[config.mk]
export PLATFORM = sky130hd
export DESIGN_NAME = igc_config_bank
export DESIGN_NICKNAME = d
export VERILOG_FILES = /design/src/pkg/igc_pkg.sv /design/src/igc_coeff_mem.sv /design/src/igc_config_bank.sv
export SDC_FILE = /design/constraint.sdc
export NUM_CORES = 2
export LEC_CHECK = 0
export BUFFER_PORTS_ARGS = -buffer_cell sky130_fd_sc_hd__buf_4
export CAP_MARGIN = 20
export CORE_AREA = 2 2 306 308
export CTS_CLUSTER_SIZE = 14
export DETAILED_ROUTE_END_ITERATION = 10
export DIE_AREA = 0 0 308 310
export PLACE_DENSITY_LB_ADDON = 0.08
export SETUP_SLACK_MARGIN = 0.15
export SLEW_MARGIN = 5
export SYNTH_ARGS = -nofsm -noshare
export SYNTH_HDL_FRONTEND = slang
export SYNTH_SLANG_ARGS = --single-unit
[constraint.sdc]
create_clock -name ref_clk_i -period 9.45 [get_ports ref_clk_i]
set_input_delay 0 -clock ref_clk_i [delete_from_list [all_inputs] [get_ports ref_clk_i]]
set_output_delay 0 -clock ref_clk_i [all_outputs]
set_load 0.1 [all_outputs]
[src/pkg/igc_pkg.sv]
// Behaviour
// - low nibble sets each aux line direction
// - bits 7..4 hold aux lines 4..1 level
// - input lines read back sampled level
// - output lines drive last written level
// - general purpose only when no function assigned
// - upper byte ignored, direction resets to input
// - even address low byte, odd high byte
// - bit 7 enables linear-g gyro compensation
// - bit 6 remaps accel to package corner
// - bit 1 enables daylight saving adjustment
// - bit 0 selects elapsed counter or calendar
// - gyro plus coefficient matrix times accel
// - decimation is bits 10..0, resets zero
// - output rate is base over decimation plus one
// - delta outputs accumulate over whole interval
// - sync clock replaces internal base rate
// - higher priority function wins a shared line
package igc_pkg;
  localparam logic [6:0]  ADDR_PAGE      = 7'h00;
  localparam logic [6:0]  ADDR_FUNC_LO   = 7'h06;
  localparam logic [6:0]  ADDR_FUNC_HI   = 7'h07;
  localparam logic [6:0]  ADDR_AUX_LO    = 7'h08;
  localparam logic [6:0]  ADDR_AUX_HI    = 7'h09;
  localparam logic [6:0]  ADDR_MISC_LO   = 7'h0a;
  localparam logic [6:0]  ADDR_MISC_HI   = 7'h0b;
  localparam logic [6:0]  ADDR_DEC_LO    = 7'h0c;
  localparam logic [6:0]  ADDR_DEC_HI    = 7'h0d;
  localparam logic [7:0]  CFG_PAGE       = 8'h03;
  localparam logic [7:0]  PAGE_RST       = 8'h00;
  localparam logic [15:0] AUX_RST        = 16'h0000;
  localparam logic [15:0] MISC_RST       = 16'h00c0;
  localparam logic [15:0] DEC_RST        = 16'h0000;
  localparam logic [15:0] FUNC_RST       = 16'h000d;
  localparam int          DEC_W          = 11;
  localparam int          MISC_LG_BIT    = 7;
  localparam int          MISC_POP_BIT   = 6;
  localparam int          MISC_DST_BIT   = 1;
  localparam int          MISC_RTC_BIT   = 0;
  localparam int          FN_ALM_EN      = 11;
  localparam int          FN_SYNC_EN     = 7;
  localparam int          FN_DR_EN       = 3;
  localparam int          CMD_WR_BIT     = 15;
  localparam int          SAMPLE_SPS     = 2460;
  localparam int          CLK_HZ         = 100_000_000;
  localparam int          SAMPLE_CYC     = CLK_HZ / SAMPLE_SPS;
  localparam int          SENS_W         = 16;
  localparam int          ACC_W          = 32;

  typedef struct packed {
    logic              valid;
    logic [ACC_W-1:0]  gx;
    logic [ACC_W-1:0]  gy;
    logic [ACC_W-1:0]  gz;
    logic [ACC_W-1:0]  ax;
    logic [ACC_W-1:0]  ay;
    logic [ACC_W-1:0]  az;
  } igc_out_t;

  typedef struct packed {
    logic              valid;
    logic [SENS_W-1:0] gx;
    logic [SENS_W-1:0] gy;
    logic [SENS_W-1:0] gz;
    logic [SENS_W-1:0] ax;
    logic [SENS_W-1:0] ay;
    logic [SENS_W-1:0] az;
  } igc_smp_t;
endpackage : igc_pkg

[src/igc_coeff_mem.sv]
module igc_coeff_mem #(
  parameter int DEPTH = 9,
  parameter int W     = 16
) (
  input  wire logic                     ref_clk_i,
  input  wire logic                     we_i,
  input  wire logic [$clog2(DEPTH)-1:0] waddr_i,
  input  wire logic [W-1:0]             wdata_i,
  input  wire logic [$clog2(DEPTH)-1:0] raddr_i,
  output logic      [W-1:0]             rdata_o
);
  logic [W-1:0] mem [DEPTH];
  // no reset: coefficients arrive from calibration load
  always_ff @(posedge ref_clk_i)
  begin
    if (we_i)
    begin
      mem[waddr_i] <= wdata_i;
    end
    rdata_o <= mem[raddr_i];
  end
endmodule : igc_coeff_mem

[src/igc_config_bank.sv]
module igc_config_bank (
  input  wire logic                 ref_clk_i,
  input  wire logic                 reset_n_i,
  input  wire logic                 cmd_valid_i,
  input  wire logic [15:0]          cmd_word_i,
  output logic      [7:0]           rd_data_o,
  input  wire logic [3:0]           aux_line_in_i,
  output logic      [3:0]           aux_line_out_o,
  output logic      [3:0]           aux_line_oe_o,
  input  wire logic                 coeff_we_i,
  input  wire logic [3:0]           coeff_addr_i,
  input  wire logic [15:0]          coeff_data_i,
  input  wire igc_pkg::igc_smp_t    smp_i,
  input  wire logic                 data_ready_i,
  input  wire logic                 alarm_i,
  output igc_pkg::igc_out_t         out_o,
  output logic                      accel_corner_o,
  output logic                      dst_en_o,
  output logic                      rtc_elapsed_o
);
  logic [7:0]  page_ff;
  logic [15:0] func_ff, aux_ff, misc_ff, dec_ff;
  logic [3:0]  sync1_ff, sync2_ff, sync3_ff;
  logic [7:0]  rd_ff;

  wire        is_wr   = cmd_valid_i & cmd_word_i[igc_pkg::CMD_WR_BIT];
  wire [6:0]  cmd_adr = cmd_word_i[14:8];
  wire [7:0]  cmd_dat = cmd_word_i[7:0];
  wire        on_pg3  = page_ff == igc_pkg::CFG_PAGE;
  wire        wr_pg   = is_wr & (cmd_adr == igc_pkg::ADDR_PAGE);
  wire        wr_p3   = is_wr & on_pg3;

  function automatic logic hit(input logic [6:0] a, input logic [6:0] ref_a);
    hit = (a == ref_a);
  endfunction : hit

  // function assignment resolution: lower priority enables are cleared
  logic [15:0] func_wr, func_res;
  always_comb
  begin
    func_wr  = func_ff;
    if (wr_p3 & hit(cmd_adr, igc_pkg::ADDR_FUNC_LO))
    begin
      func_wr[7:0] = cmd_dat;
    end
    if (wr_p3 & hit(cmd_adr, igc_pkg::ADDR_FUNC_HI))
    begin
      func_wr[15:8] = cmd_dat;
    end
    func_res = func_wr;
    if (func_res[igc_pkg::FN_DR_EN] & func_res[igc_pkg::FN_SYNC_EN]
        & (func_res[1:0] == func_res[5:4]))
    begin
      func_res[igc_pkg::FN_SYNC_EN] = 1'b0;
    end
    if (func_res[igc_pkg::FN_ALM_EN] & ((func_res[igc_pkg::FN_DR_EN]
        & (func_res[1:0] == func_res[9:8])) | (func_res[igc_pkg::FN_SYNC_EN]
        & (func_res[5:4] == func_res[9:8]))))
    begin
      func_res[igc_pkg::FN_ALM_EN] = 1'b0;
    end
  end

  // per-line dedicated function map
  logic [3:0] fn_used, fn_out, fn_val;
  always_comb
  begin
    fn_used = '0;
    fn_out  = '0;
    fn_val  = '0;
    for (int i = 0; i < 4; i++)
    begin
      if (func_ff[igc_pkg::FN_ALM_EN] && func_ff[9:8] == 2'(i))
      begin
        fn_used[i] = 1'b1;
        fn_out[i]  = 1'b1;
        fn_val[i]  = ~(alarm_i ^ func_ff[10]);
      end
      if (func_ff[igc_pkg::FN_SYNC_EN] && func_ff[5:4] == 2'(i))
      begin
        fn_used[i] = 1'b1;
        fn_out[i]  = 1'b0;
      end
      if (func_ff[igc_pkg::FN_DR_EN] && func_ff[1:0] == 2'(i))
      begin
        fn_used[i] = 1'b1;
        fn_out[i]  = 1'b1;
        fn_val[i]  = ~(data_ready_i ^ func_ff[2]);
      end
    end
  end

  wire [3:0] gp_dir = aux_ff[3:0];
  wire [3:0] gp_oe  = gp_dir & ~fn_used;
  wire [3:0] pin_oe = gp_oe | (fn_used & fn_out);
  wire [3:0] pin_v  = (gp_oe & aux_ff[7:4]) | (fn_used & fn_val);
  // level bits: inputs show the synchronised pin level
  wire [3:0] lvl_rd = (aux_ff[7:4] & gp_dir) | (sync2_ff & ~gp_dir);

  logic [7:0] rd_mux;
  always_comb
  begin
    case (cmd_adr)
      igc_pkg::ADDR_PAGE:    rd_mux = page_ff;
      igc_pkg::ADDR_FUNC_LO: rd_mux = on_pg3 ? func_ff[7:0] : 8'h00;
      igc_pkg::ADDR_FUNC_HI: rd_mux = on_pg3 ? func_ff[15:8] : 8'h00;
      igc_pkg::ADDR_AUX_LO:  rd_mux = on_pg3 ? {lvl_rd, gp_dir} : 8'h00;
      igc_pkg::ADDR_AUX_HI:  rd_mux = 8'h00;
      igc_pkg::ADDR_MISC_LO: rd_mux = on_pg3 ? misc_ff[7:0] : 8'h00;
      igc_pkg::ADDR_MISC_HI: rd_mux = 8'h00;
      igc_pkg::ADDR_DEC_LO:  rd_mux = on_pg3 ? dec_ff[7:0] : 8'h00;
      igc_pkg::ADDR_DEC_HI:  rd_mux = on_pg3 ? {5'h00, dec_ff[10:8]} : 8'h00;
      default:               rd_mux = 8'h00;
    endcase
  end

  always_ff @(posedge ref_clk_i or negedge reset_n_i)
  begin
    if (!reset_n_i)
    begin
      page_ff  <= igc_pkg::PAGE_RST;
      func_ff  <= igc_pkg::FUNC_RST;
      aux_ff   <= igc_pkg::AUX_RST;
      misc_ff  <= igc_pkg::MISC_RST;
      dec_ff   <= igc_pkg::DEC_RST;
      sync1_ff <= '0;
      sync2_ff <= '0;
      sync3_ff <= '0;
      rd_ff    <= '0;
    end
    else
    begin
      sync1_ff <= aux_line_in_i;
      sync2_ff <= sync1_ff;
      sync3_ff <= sync2_ff;
      if (cmd_valid_i & ~cmd_word_i[igc_pkg::CMD_WR_BIT])
      begin
        rd_ff <= rd_mux;
      end
      if (wr_pg)
      begin
        page_ff <= cmd_dat;
      end
      func_ff <= func_res;
      // low byte only; the high byte is ignored
      if (wr_p3 & hit(cmd_adr, igc_pkg::ADDR_AUX_LO))
      begin
        aux_ff[7:0] <= cmd_dat;
      end
      if (wr_p3 & hit(cmd_adr, igc_pkg::ADDR_MISC_LO))
      begin
        misc_ff[7:0] <= cmd_dat & 8'hc3;
      end
      if (wr_p3 & hit(cmd_adr, igc_pkg::ADDR_DEC_LO))
      begin
        dec_ff[7:0] <= cmd_dat;
      end
      if (wr_p3 & hit(cmd_adr, igc_pkg::ADDR_DEC_HI))
      begin
        dec_ff[10:8] <= cmd_dat[2:0];
      end
    end
  end

  assign rd_data_o      = rd_ff;
  assign accel_corner_o = misc_ff[igc_pkg::MISC_POP_BIT];
  assign dst_en_o       = misc_ff[igc_pkg::MISC_DST_BIT];
  assign rtc_elapsed_o  = misc_ff[igc_pkg::MISC_RTC_BIT];

  logic [3:0] oe_ff, pv_ff;
  always_ff @(posedge ref_clk_i or negedge reset_n_i)
  begin
    if (!reset_n_i)
    begin
      oe_ff <= '0;
      pv_ff <= '0;
    end
    else
    begin
      oe_ff <= pin_oe;
      pv_ff <= pin_v;
    end
  end
  assign aux_line_oe_o  = oe_ff;
  assign aux_line_out_o = pv_ff;

  // sample tick: internal divider or selected sync-clock edge
  logic [$clog2(igc_pkg::SAMPLE_CYC)-1:0] div_ff;
  wire [3:0] sync_edge = func_ff[6] ? (sync2_ff & ~sync3_ff) : (~sync2_ff & sync3_ff);
  wire       ext_mode  = func_ff[igc_pkg::FN_SYNC_EN];
  wire       div_end   = div_ff == ($bits(div_ff))'(igc_pkg::SAMPLE_CYC - 1);
  wire       smp_tick  = ext_mode ? sync_edge[func_ff[5:4]] : div_end;

  // linear-g matrix: coefficient index 3*row+col, one term per cycle
  logic [3:0]                          mac_ff;
  logic                                run_ff;
  logic signed [igc_pkg::ACC_W-1:0]    corr_ff [3];
  logic [igc_pkg::SENS_W-1:0]          cf;
  // index 9 marks the last term as summed; keep the read address in range
  wire [3:0] raddr = (mac_ff == 4'd9) ? 4'd8 : mac_ff;
  igc_coeff_mem #(
    .DEPTH (9),
    .W     (igc_pkg::SENS_W)
  ) u_coeff (
    .ref_clk_i (ref_clk_i),
    .we_i      (coeff_we_i),
    .waddr_i   (coeff_addr_i),
    .wdata_i   (coeff_data_i),
    .raddr_i   (raddr),
    .rdata_o   (cf)
  );
  logic [3:0] mac_d;
  wire [1:0] row_d = 2'(mac_d / 4'd3);
  wire [1:0] col_d = 2'(mac_d % 4'd3);
  wire signed [igc_pkg::SENS_W-1:0] a_sel = (col_d == 2'd0) ? smp_i.ax :
                                            (col_d == 2'd1) ? smp_i.ay : smp_i.az;
  wire signed [igc_pkg::ACC_W-1:0] prod = $signed(cf) * a_sel;

  logic [10:0] cnt_ff;
  logic signed [igc_pkg::ACC_W-1:0] sum_ff [6];
  wire  last_ok = run_ff & (mac_d == 4'd9);
  wire  dec_end = cnt_ff == dec_ff[10:0];
  wire  smp_go  = smp_tick & smp_i.valid & ~run_ff;
  wire  lg_en   = misc_ff[igc_pkg::MISC_LG_BIT];

  // signed zero keeps the sums signed, so negative samples extend correctly
  localparam logic signed [igc_pkg::ACC_W-1:0] ZERO_S = '0;
  logic signed [igc_pkg::SENS_W-1:0] smp_s   [6];
  logic signed [igc_pkg::ACC_W-1:0]  nxt_sum [6];
  always_comb
  begin
    smp_s[0] = smp_i.gx;
    smp_s[1] = smp_i.gy;
    smp_s[2] = smp_i.gz;
    smp_s[3] = smp_i.ax;
    smp_s[4] = smp_i.ay;
    smp_s[5] = smp_i.az;
  end
  // closing sample belongs to the interval it ends
  for (genvar g = 0; g < 6; g++)
  begin : g_sum
    assign nxt_sum[g] = sum_ff[g] + smp_s[g]
                        + ((g < 3 && lg_en) ? corr_ff[g % 3] : ZERO_S);
  end

  always_ff @(posedge ref_clk_i or negedge reset_n_i)
  begin
    if (!reset_n_i)
    begin
      div_ff <= '0;
      mac_ff <= '0;
      mac_d  <= '0;
      run_ff <= 1'b0;
      cnt_ff <= '0;
      out_o  <= '0;
      for (int k = 0; k < 3; k++) corr_ff[k] <= '0;
      for (int k = 0; k < 6; k++) sum_ff[k] <= '0;
    end
    else
    begin
      div_ff <= div_end ? '0 : div_ff + 1'b1;
      mac_d  <= mac_ff;
      out_o.valid <= 1'b0;
      if (smp_go)
      begin
        run_ff <= 1'b1;
        mac_ff <= '0;
        // read word of this cycle is stale; never sum it
        mac_d  <= 4'hf;
        for (int k = 0; k < 3; k++) corr_ff[k] <= '0;
      end
      else if (run_ff)
      begin
        mac_ff <= (mac_ff == 4'd9) ? mac_ff : mac_ff + 1'b1;
        if (mac_d <= 4'd8)
        begin
          corr_ff[row_d] <= corr_ff[row_d] + prod;
        end
        if (last_ok)
        begin
          run_ff <= 1'b0;
          // accumulate across the whole decimated interval
          for (int k = 0; k < 6; k++)
          begin
            sum_ff[k] <= dec_end ? ZERO_S : nxt_sum[k];
          end
          cnt_ff <= dec_end ? '0 : cnt_ff + 1'b1;
          if (dec_end)
          begin
            out_o.valid <= 1'b1;
            out_o.gx <= nxt_sum[0];
            out_o.gy <= nxt_sum[1];
            out_o.gz <= nxt_sum[2];
            out_o.ax <= nxt_sum[3];
            out_o.ay <= nxt_sum[4];
            out_o.az <= nxt_sum[5];
          end
        end
      end
    end
  end
endmodule : igc_config_bank

== Word-level counts from Yosys, hierarchy flattened ==
Memories as Yosys holds them, arrays and structs flattened. A register that Yosys moved wholly into a read port is not among the register bits.
Cells that the tools add are included.
Storage, ports and cells
  input bits: 143
  word-level logic and storage cells: 226
  output and inout port bits: 212
  memory bits (writable): 144
  memories kept: 1
  register bits: 592
Cells by class
  muxes and demuxes: 79
  divide/modulo/power cells: 2
  $lt $le $gt $ge: 4
  bitwise gates (word level): 42
  reductions and logical operators: 24
  equal/unequal tests: 25
  add/subtract/negate cells: 13
  multipliers: 1
Memories
  u_coeff.mem: words 9, width 16, rd ports 1, clocked after memory_dff 1, write ports 1, RTL line igc_coeff_mem.sv:12  | logic [W-1:0] mem [DEPTH];
Operators by type and width (number)
  two-way mux 193 bit: 4
  two-way mux 32 bit: 12
  two-way mux 96 bit: 3
  adder 32 x 16 -> 32 bit: 6
  adder 32 bit: 4
  bitwise mux 96 bit: 1
  binary-select mux 32 bit (select 2 bit): 1
  demux 32 bit (select 2 bit): 1
  one-hot mux 8 bit (7 select lines): 1
  two-way mux 16 bit: 3
  two-way mux 8 bit: 6
  two-way mux 1 bit: 37
  AND 4 bit: 8
  multiplier 16 x 16 -> 32 bit: 1
  equality test 7 x 4 -> 1 bit, second input constant: 4
  two-way mux 4 bit: 7
  AND 1 bit: 18
  adder 16 x 1 -> 16 bit, second input constant: 1
  equality test 16 bit, second input constant: 1
  NOT 4 bit: 4
  equality test 7 x 3 -> 1 bit, second input constant: 2
  logical AND 1 bit: 13
  equality test 2 bit, second input constant: 6
  OR 4 bit: 3
  27 further kinds: 43

== Depth between registers and ports, before layout ==
  depth after elaboration: 11
  gate-level depth with buffers: 42

== Cells and area by module ==
A second synthesis with hierarchy kept.
Unflattened totals
  cells, all modules: 5077
  area, all modules: 51978.6 um^2
Modules (own cells, without submodules)
  igc_config_bank: times used 1, area each 45955.3 um^2, cells each 4754
  igc_coeff_mem: times used 1, area each 6023.3 um^2, cells each 323

== Least setup slack after synthesis ==
OpenSTA, ideal clock, no wires.
  path type: register to register
  start point: register mac_d[3]
  end point: register corr_ff[31] (netlist name)
  clock period less this slack: 8.915 ns
  slack: 0.535 ns
  buffers on the path: 3
  library setup time: 0.131 ns
  cell stages (with the launch flop): 40
  arrival time: 8.784 ns
  path through: dfrtp_1 nand2b_1 inv_1 ha_1 inv_1 ha_1 clkbuf_1 inv_1 nor2_1 nand2_1 o21ai_0 ha_1 a21oi_4 xnor2_2 buf_4 mux2i_1 a21oi_1 clkbuf_1 (+4 left out) fa_1 inv_1 fa_1 inv_1 fa_1 inv_1 ha_1 a21o_1 a21o_1 a21oi_1 o21ai_1 a21oi_1 o21ai_1 a221o_1 a31oi_1 o21ai_0 xnor2_1 o21ai_1
Between the ends
  cells in the longest elaborated chain, start to end: 10
Ends and longest elaborated chain
  start: declaration: RTL line igc_config_bank.sv:212  | logic [3:0] mac_d;
  start signal: assignment: RTL line igc_config_bank.sv:262  | mac_d <= mac_ff;
  remainder unit 4 x 2 -> 4 bit / divider 4 x 2 -> 4 bit (equally long branches): RTL line igc_config_bank.sv:214, igc_config_bank.sv:213
  equality test 2 x 1 -> 1 bit / NOT 2 -> 3 bit (equally long branches): RTL line igc_config_bank.sv:216, igc_config_bank.sv:277
  two-way mux 16 bit, or another cell as far along: RTL line igc_config_bank.sv:216  | (col_d == 2'd1) ? smp_i.ay : smp_i.az;
  two-way mux 16 bit, or another cell as far along: RTL line igc_config_bank.sv:215  | wire signed [igc_pkg::SENS_W-1:0] a_sel = (col_d == 2'd0) ? smp_i.ax :
  multiplier 16 x 16 -> 32 bit / two-way mux 32 bit (equally long branches): RTL line igc_config_bank.sv:217, igc_config_bank.sv:277
  adder 32 bit / demux 32 bit (select 2 bit) (equally long branches): RTL line igc_config_bank.sv:277  | corr_ff[row_d] <= corr_ff[row_d] + prod;
  bitwise mux 96 bit: RTL line igc_config_bank.sv:277
  two-way mux 96 bit: RTL line igc_config_bank.sv:275  | if (mac_d <= 4'd8)
  two-way mux 96 bit: RTL line igc_config_bank.sv:272  | else if (run_ff)
  two-way mux 96 bit: RTL line igc_config_bank.sv:264  | if (smp_go)
  end signal: indexed assignment: RTL line igc_config_bank.sv:277
  end: declaration: RTL line igc_config_bank.sv:197  | logic signed [igc_pkg::ACC_W-1:0] corr_ff [3];
Parallel ways exist; a longest one is shown, timed or not. The select of a mux whose other input is x is not followed.
A chain may end at the register's enable or synchronous reset.

== Worst setup path after layout ==
  start point: register mac_d[3]
  end point: register corr_ff[61] (netlist name)
The elaborated chain is that of the path after synthesis.

==> flow_metrics.tcl <==
set metrics [dict create \
    drc 0 \
    cts_root_buffer "clkbuf_16" \
    crit_type "reg2reg" \
    synthesis.area_um2 51340 \
    io_pins 355 \
    grt_pass1_vias 38971 \
    gp_congestion 0.9289 \
    slowest_delay_ps 540 \
    outcome "complete, no violations" \
    layout.nets 6282 \
    skew_ps 25.77 \
    routedWlPerCell_um 20.48 \
    dp_hpwl_um 101400 \
    maxSlewHeadroom_pct 26.62 \
    cp_slowest_cell "fa_1" \
    end_kind "flip-flop" \
    cap_violations 0 \
    hold_viol 0 \
    cts_buffer_depth 3 \
    synth_seq_cells 752 \
    start_kind "flip-flop" \
    clkLatencyLatePin_ps 680 \
    path_clk_slew_ps 60 \
    final_antenna_net_count 0 \
    portBuffers 354 \
    overflow 0 \
    initial_core_util_pct 55.50 \
    clock.fmax_mhz 112.9 \
    crit_fanout 17 \
    fin_crit_ps 8859 \
    die-area_um2 95480 \
    drv_slew 0 \
    synth_area_leaders "dfrtp_1 (29%), fa_1 (15%), edfxtp_1 (8.4%), ha_1 (7.0%), nand2_1 (5.8%)" \
    dp_slack_ps 35.05 \
    tightest_slew_ps 1092 \
    drt-total-wl_um 137800 \
    period_share_pct 93.75 \
    synth_warnings 0 \
    areaGrowthSynthToFinish_pct 16.57 \
    synth.avg_cell_area_um2 10.19 \
    die_height_um 310 \
    seq_area_frac_synth_pct 37.92 \
    required_ps 10000 \
    synth_fp_nets 5860 \
    rsz0062_at_grt "false" \
    die_x_um 308 \
    numCtsBuffers 83 \
    synth_top_area_share_pct 28.61 \
    grt_pass1_wl_um 217100 \
    drive_gt1_share_pct 13.64 \
    critPathTopFamily "adder cells" \
    timing.reg2reg.worst_path_depth 40 \
    ctsHtreeMaxLevel 3 \
    vias 38570 \
    path_depth 40 \
    dr.pass1.iters 6 \
    finalSetupViolations 0 \
    global_route.usage.total_pct 29.20 \
    cp_num_buf_inv 10 \
    cts_tree "yes" \
    cts.sinks 752 \
    synth-edff-count 144 \
    synth_top_area_cell "dfrtp_1" \
    vias_per_cell 5.733 \
    grt_max_degree 124 \
    async_flop_share_pct 78.72 \
    drtIter0Drc 2822 \
    min_path_type "in2reg" \
    fin_ws_ps 590.6 \
    rows 112 \
    synth.distinct_cells 89 \
    syn_inst 5037 \
    min_path_cells 6 \
    antenna_found_initial 4 \
    coreArea_um2 92490 \
    cp_data_arrival_time_ps 9410 \
    synth_ff_type "dfrtp_1" \
]
what timing repair did:
| action | CTS | global route |
|---|---|---|
| cloned | 0 | 2 |
| buffers inserted | 0 | 15 |
| endpoints found under the setup margin | 10 | 30 |
| resized for setup | 6 | 34 |
| pin swaps | 0 | 7 |
| endpoints found under the hold margin | 589 | 0 |
| hold buffers | 111 | 0 |
worst min-delay path, stage by stage:
cell and delay, ps:
buf_4 100, fa_1 170, ha_1 170, xnor2_1 120, nand2_1 80, nand2_1 40
final cells by class:
cell class	instances	area (um^2)
timing repair buffer	544	4483
tap	1197	1498
fill	7576	32650
sequential	752	19470
clock inverter	48	724.4
clock buffer	107	2359
antenna	2	5.005
inverter	420	1585
multi-input combinational	3658	29720
cell usage after synthesis (31+ instances only):
cell and instances:
o21ai_0 223, nand3_1 124, mux2i_1 77, nand2_1 796
a21oi_1 187, and2_1 229, mux2_2 81, nor2_1 192
and3_1 31, inv_1 420, o31ai_1 50, ha_1 289
xor2_1 82, a22o_1 135, o21a_1 31, dfrtp_1 587
nor3_1 38, o21ai_1 46, nand2b_1 35, a21o_1 91
clkbuf_1 190, fa_1 391, xnor2_1 172, edfxtp_1 144
o221ai_1 32
registers in the layout, summed over array words and instances, names as in the netlist, 8 cells and up:
register / flops
u_coeff.mem: 144
div_ff: 16
func_ff: 16
rd_data_o: 8
corr_ff: 96
aux_ff: 8
sum_ff: 192
u_coeff.rdata_o: 16
page_ff: 8
out_o: 193
cnt_ff: 11
dec_ff: 11
logic make-up after synthesis:
family,Yosys count,synth area share (%)
AOI/OAI and AO/OA,987,12.84
and+or+nand+nor,1559,13.91
xor gates and xnor gates,255,4.365
muxes,176,4.053
DFF,752,37.92
adders and majority gates,680,22.29
buffers and inverters,628,4.621
through the flow:
stage / hold slack [ps] / util, % / area, um^2 / std cells / TNS, ps
global route: 56.27 / 64.70 / 59840 / 6727 / 0
finish: 38.81 / 64.70 / 59840 / 6728 / 0
detailed placement: 17.89 / 59.80 / 55310 / 6443 / 0
global placement: 16.09 / 59.75 / 55260 / 6440 / -172.9
floorplan: -295.6 / - / 51340 / 5037 / 0
CTS: 4.353 / 64.39 / 59550 / 6709 / 0
path summary, 6_finish.rpt:
path,start,endpoint,slack (ps)
setup / recovery,mac_d[3],corr_ff[61],590
hold / removal,smp_i[68],out_o[132],40
setup reg to reg,mac_d[3],corr_ff[61],590
hold reg to reg,sync1_ff[0],sync2_ff[0],350
max in group asynchronous,reset_n_i,mac_ff[0],7290
min in group asynchronous,reset_n_i,sum_ff[22],490
cells in the final DEF, fill, tap and decap left out, types with 31 or more instances in the layout:
| cell | Yosys | routed |
|---|---|---|
| edfxtp_1 | 144 | 144 |
| xnor2_1 | 172 | 172 |
| and3_1 | 31 | 31 |
| mux2i_1 | 77 | 77 |
| and2_1 | 229 | 229 |
| o221ai_1 | 32 | 32 |
| xor2_1 | 82 | 82 |
| a21oi_1 | 187 | 178 |
| clkbuf_16 | 0 | 84 |
| nor3_1 | 38 | 34 |
| dlygate4sd3_1 | 0 | 110 |
| nor2_1 | 192 | 184 |
| inv_1 | 420 | 417 |
| nand3_1 | 124 | 124 |
| a22o_1 | 135 | 135 |
| mux2_2 | 81 | 81 |
| o21ai_1 | 46 | 44 |
| buf_4 | 1 | 417 |
| o31ai_1 | 50 | 49 |
| nand2b_1 | 35 | 35 |
| o21a_1 | 31 | 31 |
| ha_1 | 289 | 289 |
| dfrtp_1 | 587 | 585 |
| fa_1 | 391 | 390 |
| nand2_1 | 796 | 794 |
| o21ai_0 | 223 | 222 |
| a21o_1 | 91 | 91 |
layer usage:
metal | routed length (um) | track usage (%) | part of all wire (%)
met1 | 57940 | 38.76 | 42
met2 | 66340 | 48.40 | 48
met3 | 7553 | 4.114 | 5.5
met4 | 5911 | 12.16 | 4.3
met5 | 14 | 0 | 0.010
Power is left out: the tool's default activity adds up to more than one toggle a clock period on the data nets, which glitch-free logic cannot reach.
